--- src/rtl/afs_map.svh ---
`ifndef AFS_MAP_SVH
`define AFS_MAP_SVH
// Function
// (RULE1) Shutdown input low mutes outputs and enters low-current state; high amplifies.
// (RULE2) Gain selection captured once at end of start-up, held until power-up.
// (RULE3) Start-up cycle lasts about 10 ms before amplification begins.
// (RULE4) Over-current, over-temperature, DC-offset faults latch, assert fault, outputs high-Z.
// (RULE5) Supply under/over-voltage forces high-Z without fault; self-clears when in range.
// (RULE6) DC fault when either channel's duty exceeds limit, same polarity, past 420 ms.
// (RULE7) Shutdown low clears DC latch; fault wired to shutdown auto-recovers.
// (RULE8) Over-current latch cleared by shutdown low; outputs stay high-Z until then.
// (RULE9) Power limiter caps duty at fixed maximum; virtual rail about four times limit.
// (RULE10) Controller holds shutdown low at power-up until inputs are stable.
// (RULE11) Controller enters shutdown before removing power.
// (RULE12) Controller always drives shutdown to a defined level, never floating.
// (RULE13) DC timer restarts when duty returns in range or polarity changes.

`define AFS_CLK_MHZ 125
`define AFS_STARTUP_MS 10
`define AFS_STARTUP_CYC (`AFS_STARTUP_MS * 1000 * `AFS_CLK_MHZ)
`define AFS_DC_QUAL_MS 420
`define AFS_DC_QUAL_CYC (`AFS_DC_QUAL_MS * 1000 * `AFS_CLK_MHZ)
`define AFS_DUTY_LIMIT_PCT 60
`define AFS_RAIL_FACTOR 4
`define AFS_GAIN_RESET 3'h0
`define AFS_POL_POS 1'b1
`define AFS_POL_NEG 1'b0
`endif

--- src/rtl/afs_pkg.sv ---
package afs_pkg;
    typedef enum logic [1:0] {
        AFS_ST_STARTUP = 2'b00,
        AFS_ST_SHUTDOWN = 2'b01,
        AFS_ST_RUN = 2'b10,
        AFS_ST_FAULT = 2'b11
    } afs_state_type;

    typedef struct packed {
        logic [31:0] cnt;
        logic active;
        logic pol;
        logic trip;
    } afs_dc_type;
endpackage

--- src/rtl/afs_dc_if.sv ---
`timescale 1ns/1ns
interface afs_dc_if;
    logic over;
    logic pol;
    logic clear;
    logic trip;
    modport mon (input over, input pol, input clear, output trip);
    modport ctl (output over, output pol, output clear, input trip);
endinterface

--- src/rtl/afs_dc_timer.sv ---
`timescale 1ns/1ns
`include "afs_map.svh"
module afs_dc_timer #(
    parameter int unsigned QUAL_CYC = `AFS_DC_QUAL_CYC
) (
    input wire logic core_clk, // Core clock
    input wire logic arst_n, // Async reset
    afs_dc_if.mon dc // Duty monitor link
);
    import afs_pkg::*;
    afs_dc_type s_q, s_d;

    always_comb begin
        s_d = s_q;
        if (!dc.over || (s_q.active && dc.pol != s_q.pol)) begin
            s_d.active = dc.over; // RULE13
            s_d.pol = dc.pol;
            s_d.cnt = '0;
        end else if (!s_q.active) begin
            s_d.active = 1'b1;
            s_d.pol = dc.pol;
            s_d.cnt = '0;
        end else if (s_q.cnt >= QUAL_CYC - 1) begin
            s_d.trip = 1'b1; // RULE6
        end else begin
            s_d.cnt = s_q.cnt + 32'h0000_0001;
        end
        // Clear wins over a trip in the same cycle, so auto recovery always drops the latch
        if (dc.clear) begin
            s_d.active = 1'b0;
            s_d.cnt = '0;
            s_d.trip = 1'b0; // RULE7
        end
    end

    always_ff @(posedge core_clk or negedge arst_n) begin
        if (!arst_n) begin
            s_q <= '0;
        end else begin
            s_q <= s_d;
        end
    end

    assign dc.trip = s_q.trip;
endmodule // afs_dc_timer

--- src/rtl/afs_supervisor.sv ---
`timescale 1ns/1ns
`include "afs_map.svh"
module afs_supervisor #(
    parameter int unsigned STARTUP_CYC = `AFS_STARTUP_CYC,
    parameter int unsigned DC_QUAL_CYC = `AFS_DC_QUAL_CYC,
    parameter int unsigned DUTY_W = 8
) (
    input wire logic core_clk, // Core clock, 125 MHz
    input wire logic arst_n, // Power-up reset
    input wire logic shutdown_n_input, // Shutdown, active low
    input wire logic [2:0] gain_role_select, // Gain/role code from divider
    input wire logic over_current, // Output short detected
    input wire logic over_temp, // Die over temperature
    input wire logic supply_under, // Stage supply below limit
    input wire logic supply_over, // Stage supply above limit
    input wire logic [DUTY_W-1:0] duty_left, // Left diff duty, full scale 100%
    input wire logic pol_left, // Left polarity, 1 positive
    input wire logic [DUTY_W-1:0] duty_right, // Right diff duty
    input wire logic pol_right, // Right polarity
    input wire logic [DUTY_W-1:0] duty_request, // Modulator duty demand
    input wire logic [DUTY_W-1:0] power_limit_level, // Duty cap from limit pin
    output logic fault_n_output, // Latched fault, active low
    output logic outputs_hiz, // Bridge outputs high impedance
    output logic outputs_mute, // Mute request
    output logic low_power, // Low-current state
    output logic amp_enable, // Amplifying
    output logic [2:0] gain_latched, // Captured gain code
    output logic [DUTY_W-1:0] duty_out // Limited duty demand
);
    import afs_pkg::*;

    // ----------------------------------------
    // State
    // ----------------------------------------
    typedef struct packed {
        afs_state_type st;
        logic [31:0] cnt;
        logic oc;
        logic ot;
        logic fault_n;
        logic hiz;
        logic mute;
        logic lowp;
        logic en;
        logic [2:0] gain;
        logic [DUTY_W-1:0] duty;
    } afs_top_type;

    afs_top_type s_q, s_d;
    afs_dc_if dcl();
    afs_dc_if dcr();

    function automatic logic over_lim(input logic [DUTY_W-1:0] d);
        // Compare duty*100 against limit*full scale
        logic [DUTY_W+7:0] lhs;
        logic [DUTY_W+7:0] rhs;
        lhs = (DUTY_W+8)'(d) * (DUTY_W+8)'(100);
        rhs = (DUTY_W+8)'(`AFS_DUTY_LIMIT_PCT) * (DUTY_W+8)'({DUTY_W{1'b1}});
        return lhs > rhs;
    endfunction

    // ----------------------------------------
    // DC monitors
    // ----------------------------------------
    assign dcl.over = over_lim(duty_left); // RULE6
    assign dcl.pol = pol_left;
    assign dcl.clear = !shutdown_n_input; // RULE7
    assign dcr.over = over_lim(duty_right); // RULE6
    assign dcr.pol = pol_right;
    assign dcr.clear = !shutdown_n_input; // RULE7

    afs_dc_timer #(.QUAL_CYC(DC_QUAL_CYC)) u_dc_l (.core_clk(core_clk), .arst_n(arst_n), .dc(dcl));
    afs_dc_timer #(.QUAL_CYC(DC_QUAL_CYC)) u_dc_r (.core_clk(core_clk), .arst_n(arst_n), .dc(dcr));

    // ----------------------------------------
    // Control
    // ----------------------------------------
    always_comb begin
        logic latched;
        logic supply_bad;
        latched = 1'b0;
        supply_bad = supply_under || supply_over;
        s_d = s_q;
        // Over-current and over-temperature sets beat the shutdown clear so no event is dropped
        if (!shutdown_n_input) begin
            s_d.oc = 1'b0; // RULE8
            s_d.ot = 1'b0;
        end
        if (over_current) begin
            s_d.oc = 1'b1; // RULE4
        end
        if (over_temp) begin
            s_d.ot = 1'b1; // RULE4
        end
        latched = s_d.oc || s_d.ot || dcl.trip || dcr.trip;
        unique case (s_q.st)
            AFS_ST_STARTUP: begin
                if (s_q.cnt >= STARTUP_CYC - 1) begin
                    s_d.gain = gain_role_select; // RULE2
                    s_d.st = AFS_ST_SHUTDOWN; // RULE3
                end else begin
                    s_d.cnt = s_q.cnt + 32'h0000_0001;
                end
            end
            AFS_ST_SHUTDOWN: begin
                if (shutdown_n_input) begin
                    s_d.st = AFS_ST_RUN;
                end
            end
            AFS_ST_RUN: begin
                if (!shutdown_n_input) begin
                    s_d.st = AFS_ST_SHUTDOWN; // RULE1
                end else if (latched) begin
                    s_d.st = AFS_ST_FAULT;
                end
            end
            AFS_ST_FAULT: begin
                if (!shutdown_n_input) begin
                    s_d.st = AFS_ST_SHUTDOWN; // RULE8
                end
            end
        endcase
        if (s_q.st != AFS_ST_STARTUP && latched) begin
            s_d.st = AFS_ST_FAULT;
            if (!shutdown_n_input && !s_d.oc && !s_d.ot) begin
                s_d.st = AFS_ST_SHUTDOWN;
            end
        end
        s_d.fault_n = !latched; // RULE4
        s_d.mute = (s_d.st != AFS_ST_RUN); // RULE1
        s_d.lowp = (s_d.st == AFS_ST_SHUTDOWN); // RULE1
        // Supply out of range never touches the fault line
        s_d.hiz = (s_d.st != AFS_ST_RUN) || supply_bad; // RULE5
        s_d.en = (s_d.st == AFS_ST_RUN) && !supply_bad; // RULE5
        // Cap is a duty ceiling; the analog rail scales by AFS_RAIL_FACTOR
        s_d.duty = s_d.en ? ((duty_request > power_limit_level) ? power_limit_level : duty_request) : '0; // RULE9
    end

    always_ff @(posedge core_clk or negedge arst_n) begin
        if (!arst_n) begin
            s_q <= '0;
            s_q.st <= AFS_ST_STARTUP;
            s_q.gain <= `AFS_GAIN_RESET;
            s_q.fault_n <= 1'b1;
            s_q.hiz <= 1'b1;
            s_q.mute <= 1'b1;
        end else begin
            s_q <= s_d;
        end
    end

    assign fault_n_output = s_q.fault_n;
    assign outputs_hiz = s_q.hiz;
    assign outputs_mute = s_q.mute;
    assign low_power = s_q.lowp;
    assign amp_enable = s_q.en;
    assign gain_latched = s_q.gain;
    assign duty_out = s_q.duty;
endmodule // afs_supervisor

--- config.mk ---
export PLATFORM = sky130hd
export DESIGN_NAME = afs_supervisor
export DESIGN_NICKNAME = d
export VERILOG_FILES = /design/src/rtl/afs_pkg.sv /design/src/rtl/afs_dc_if.sv /design/src/rtl/afs_dc_timer.sv /design/src/rtl/afs_supervisor.sv
export VERILOG_INCLUDE_DIRS = /design/src /design/src/rtl
export SDC_FILE = /design/constraint.sdc
export NUM_CORES = 1
export LEC_CHECK = 0
export ABC_AREA = 0
export BUFFER_PORTS_ARGS = -buffer_cell sky130_fd_sc_hd__buf_2
export CAP_MARGIN = 10
export CORE_MARGIN = 2
export CORE_UTILIZATION = 50
export DETAILED_ROUTE_END_ITERATION = 12
export GPL_TIMING_DRIVEN = 0
export PLACE_DENSITY = 0.7
export SYNTH_ARGS = -nofsm -noshare
export SYNTH_HDL_FRONTEND = slang
export SYNTH_SLANG_ARGS = --single-unit
--- constraint.sdc ---
create_clock -name core_clk -period 4.3 [get_ports core_clk]
set_clock_uncertainty 0.1 [all_clocks]
set_input_delay 0.43 -clock core_clk [delete_from_list [all_inputs] [get_ports core_clk]]
set_output_delay 0.43 -clock core_clk [all_outputs]
set_load 0.02 [all_outputs]
# After elaboration in Yosys (flattened, before gate mapping)
# Index checks and enable logic that the tools add are counted.
[word_totals]
inputBits = 44
register_bits = 122
elab_cells = 106
output_inout_bits = 16
[op_classes]
reduce_logical = 26
n_mux = 31
n_bitwise = 1
multipliers = 2
add_sub_neg = 3
magnitude_cmp = 6
eq_ne = 18
[ops]
columns = ["operator", "count"]
rows = [
  ["two-way mux 32 bit", 4],
  ["adder 32 x 1 -> 32 bit (second input constant)", 3],
  ["two-way mux 34 bit", 2],
  ["two-way mux 33 bit", 2],
  [">= comparator 32 x 26 -> 1 bit (second input constant)", 2],
  [">= comparator 32 x 21 -> 1 bit (second input constant)", 1],
  ["> comparator 15 x 14 -> 1 bit (second input constant)", 2],
  ["multiplier 8 x 5 -> 13 bit (second input constant)", 2],
  ["two-way mux 2 bit", 8],
  ["two-way mux 8 bit", 2],
  ["two-way mux 1 bit", 12],
  ["inequality test 2 bit (second input constant)", 5],
  ["> comparator 8 bit", 1],
  ["inequality test 2 x 1 -> 1 bit (second input constant)", 4],
  ["inequality test 4 bit (second input constant)", 2],
  ["case mux 2 bit (4 select lines)", 1],
  ["zero test 1 bit", 7],
  ["logical OR 1 bit", 7],
  ["equality test 2 bit (second input constant)", 3],
  ["logical AND 1 bit", 6],
  ["AND reduction 3 bit", 2],
  ["equality test 2 x 1 -> 1 bit (second input constant)", 2],
  ["AND reduction 2 bit", 2],
  ["zero test 2 bit", 1],
  ["other kinds (3)", 4],
]

# Depth between registers and ports, before layout
[depth]
ltp_word = 12
depth_mapped = 15

# Hierarchy
# Synthesis repeated with hierarchy kept, for this count alone.
[unflattened]
cells_unflattened = 804
hier_area_um2 = 7622.3
[by_module_without_submodules]
columns = ["mod", "instances", "area_each_um2", "seq_area_each_um2", "cells_per_inst"]
rows = [
  ["afs_supervisor", 1, 3916.3, 1305.0, 396],
  ["afs_dc_timer", 2, 1853.0, 875.8, 204],
]

# Least setup slack after synthesis
# No wires, ideal clock.
[synth_timing]
path_type = "input -> register"
start = "in duty_left[2]"
end = "reg u_dc_l.s_q[10] in the netlist's numbering"
path_stages = 11
slack_ps = 598
arrival_time_ps = 3529
setup_ps = 72
path_cell_list = "ha_1 -> ha_1 -> fa_1 -> ha_1 -> nor2b_1 -> o31a_1 -> o31a_1 -> a2111oi_0 -> o2111ai_1 -> clkbuf_1 -> nor2_1"
[synth_between]
elab_chain_len = 6
word_cells_on_any_way = 7
cone_classes = "1 x mul; 1 x order compare; 1 x eq/ne; 2 x mux; 2 x reduce/logical"
[synth_rtl]
columns = ["element", "line", "source"]
rows = [
  ["start, declared", "afs_supervisor.sv:16", "input wire logic [DUTY_W-1:0] duty_left,"],
  ["multiplier 8 x 5 -> 13 bit *", "afs_supervisor.sv:57", "lhs = (DUTY_W+8)'(d) * (DUTY_W+8)'(100);"],
  ["> comparator 15 x 14 -> 1 bit *", "afs_supervisor.sv:59", "return lhs > rhs;"],
  ["zero test 1 bit *", "afs_dc_timer.sv:15", "if (!dc.over || (s_q.active && dc.pol != s_q.pol)) begin"],
  ["logical OR 1 bit *", "afs_dc_timer.sv:15", ""],
  ["two-way mux 34 bit", "afs_dc_timer.sv:15", ""],
  ["two-way mux 33 bit", "afs_dc_timer.sv:29", "if (dc.clear) begin"],
  ["end signal, assigned", "afs_dc_timer.sv:38", "s_q <= '0;"],
  ["end signal, assigned", "afs_dc_timer.sv:40", "s_q <= s_d;"],
  ["end, declared", "afs_dc_timer.sv:11", "afs_dc_type s_q, s_d;"],
]
# Mark *: on every way between the ends. The rest lies on a longest branch, timed or not.
# A chain may end at the register's enable or synchronous reset.

# Worst setup path in the final report
[layout_timing]
start = "in duty_left[2]"
end = "reg u_dc_l.s_q[21] in the netlist's numbering"
# Same word-level chain as after synthesis.

==> impl_results.md <==
* Status: completed
* Drt via density at 5.314
* LEAKAGE at 0.003885 uW
* Wire length on met3 at 383 um
* Pin count of the biggest net entering global routing at 107
* Resize count post-CTS at 0
* PwrDens at 360.8 nW/um^2
* Global-route usage over all layers at 0.1921
* Critical Path Max Stage Delay at 560 ps
* Nets at 912
* Iteration-0 DRC Markers at 292
* Initial antenna violation count at 1
* WL/cell at 13.36 um
* Wire length on met2 at 6311 um
* TNS Setup at 0 ps
* Req. time, crit path at 4530 ps
* Number of CTS-inserted buffers at 17
* GRT Residual Overflow at 0
* Synth Flop Type: dfrtp_1
* First-pass GRT wire length at 23440 um
* GP Congestion at 0.7833
* Area share of the largest cell type after synthesis at 0.4210
* Fillcell total at 1136
* I/O pin total at 60
* Area Growth Syn to Fin at 16.33%
* Total power at 2969 uW
* Achievable Freq at 0.2550 GHz
* VDD IR max at 0.2614 mV
* Htree depth at 4
* Period utilization at 0.9120
* CTS Root Buffer Type: clkbuf_16
* Ys Warns at 0
* Top Metal Used: met4
* CP Max Fanout at 10
* Tmin final at 3922 ps
* Reg clk slew, reported paths at 60 ps
* CP max stage cell: a2111oi_0
* RSZ-0062 raised after global routing: false
* DP Wirelength at 9636 um
* Die ar. at 15110 um^2
* Clock Path Buffers at 2
* Dominant cell type by area after synthesis: dfrtp_1
* Cell Area, Synth at 7073 um^2
* Die X-Extent at 122.9 um
* PnR worst setup slack at 378.2 ps
* Crit end category: register
* Pre-CTS WS at 4.942 ps
* Antenna diodes at 0
* CORE AREA at 13830 um^2
* Post-Route WL at 13150 um
* Endpoints failing setup at 0
* Worst Path Buf+Inv at 2
* Max-cap violations at 0
* Worst path arrival time at 4150 ps
* Max-slew violation count at 0
* Layout cells sized above 1 at 0.1468
* I/O Buffers at 58
* Top cell family by delay on the critical path: compound AO/OA/AOI/OAI gates
* Vias at 5229
* Starting density of the core at 0.5115
* FF+latch count, synth at 122
* DRC violation count after routing at 0
* CP cell instances: buf_2 > ha_1 > ha_1 > fa_1 > ha_1 > nor2b_1 > o31a_1 > o31a_1 > a2111oi_0 > o2111ai_1 > clkbuf_1 > nor2_1
* Post-synth EDFFs at 0
* Unique masters post-synth at 57
* Routed met1 length at 6317 um
* DIE HEIGHT at 122.9 um
* Syn_area_per_cell at 9.934 um^2
* Latest clock arrival within the worst-skew pair at 410 ps
* Final hold violation count at 0
* Clock net sink count at 122
* Routed Antenna Nets at 0
* Hold slack at 156.1 ps
* Sequential fraction of the synthesis area at 0.4322
* Min-delay worst type: in2reg
* Rel. slew slack at 0.3701
* Rows at 43
* Pre-antenna DRT Iters at 4
* Setup crit start kind: primary input
* Net count after synthesis at 833
* Area contributors post-synth: dfrtp_1, ha_1, xor2_1
* CP Class: in2reg
* Most frequent CP cell: ha_1
* Via count of the first global-routing pass at 5275
* Syn Inst Count at 712
* Ys async rst share at 1.000
* Tightest Pin Transition at 937.1 ps
* CTS tree: yes
-- timing repair --
action,CTS,global route
setup buffers,0,0
endpoints found under the setup margin,0,0
hold endpoints to repair,16,0
hold buffers,1,0
-- power breakdown --
part           internal (uW)  switching (uW)  leakage, uW
clock                    923             502     0.000293
combinational            167             216      0.00192
sequential              1160            3.68      0.00167
total                   2250             722      0.00388
-- metal layers --
layer  GRT usage  vias up
met2      0.3187       81
met5           0        -
met3     0.03644       11
met4     0.06897        0
li1            -     2575
met1      0.2515     2562
-- logic make-up (layout without fill, tap and decap cells) --
family | count (synthesis) | count (layout) | synth area share
AOI/OAI and AO/OA | 72 | 72 | 0.07572
xor gates and xnor gates | 78 | 78 | 0.09659
adders and majority gates | 77 | 77 | 0.1426
buffers and inverters | 97 | 189 | 0.05749
DFF | 122 | 122 | 0.4322
muxes | 11 | 11 | 0.01610
and+or+nand+nor | 255 | 255 | 0.1794
-- cell usage in the layout (no fill, tap or decap), types with 11 or more instances in the layout --
cell,Yosys,layout
clkbuf_1,23,25
a21oi_1,14,14
buf_2,1,58
xnor2_1,38,38
nand2_1,40,40
ha_1,71,71
nor3_1,12,12
clkbuf_16,0,17
o21ai_0,16,16
nand3_1,28,28
dfrtp_1,119,119
nor4_1,12,12
xor2_1,40,40
buf_4,11,11
nand4_1,22,22
nor2_1,92,92
inv_1,62,62
-- final cells by class --
type	count	area (um^2)	share of cell area
Buffer	35	173.9	0.02114
Clock buffer	20	446.7	0.05429
Clock inverter	12	148.9	0.01810
Inverter	62	232.7	0.02828
Multi-Input combinational cell	493	3610	0.4387
Sequential cell	122	3057	0.3715
Tap cell	180	225.2	0.02737
Timing Repair Buffer	60	334.1	0.04060
-- synthesized netlist by cell type, types with 8 or more instances --
cell      count
xor2_1       40
xnor2_1      38
buf_4        11
nand3_1      28
nor2b_1       8
nor4_1       12
clkbuf_1     23
a21oi_1      14
mux2i_1       8
dfrtp_1     119
nand4_1      22
and3_1       10
inv_1        62
nor3_1       12
nand2_1      40
o21ai_0      16
nor2_1       92
ha_1         71
-- state kept, by name, summed over array words and instances, names as in the netlist --
register and count:
s_q 36, u_dc_l.s_q 34, u_dc_r.s_q 34, duty_out 8, gain_latched 3, amp_enable 1, fault_n_output 1, low_power 1
outputs_hiz 1, outputs_mute 1, u_dc_l.dc.trip 1, u_dc_r.dc.trip 1
-- per-stage QoR --
step / cells / cell area [um^2] / util
after floorplan: 712 / 7073 / -
after global placement: 950 / 7589 / 0.5488
after detailed placement: 951 / 7622 / 0.5513
after CTS: 984 / 8228 / 0.5951
after global routing: 984 / 8228 / 0.5951
final: 984 / 8228 / 0.5951
-- path summary, 6_finish.rpt --
| path | slack, ps | endpoint | cells past startpoint | start |
|---|---|---|---|---|
| min | 160 | gain_latched[1]$_DFFE_PN0P_ | 2 | gain_role_select[1] |
| max reg2reg | 1370 | s_q[35]$_DFFE_PN0P_ | 9 | s_q[18]$_DFFE_PN0P_ |
| min reg2reg | 330 | fault_n_output$_DFF_PN1_ | 1 | u_dc_r.dc.trip$_DFFE_PN0P_ |
| min in group asynchronous | 330 | u_dc_r.s_q[29]$_DFFE_PN0P_ | 2 | arst_n |
| max in group asynchronous | 3010 | outputs_mute$_DFF_PN1_ | 3 | arst_n |
| max | 380 | u_dc_l.s_q[21]$_DFFE_PN0P_ | 12 | duty_left[2] |
Power figures use the tool's default switching activity.
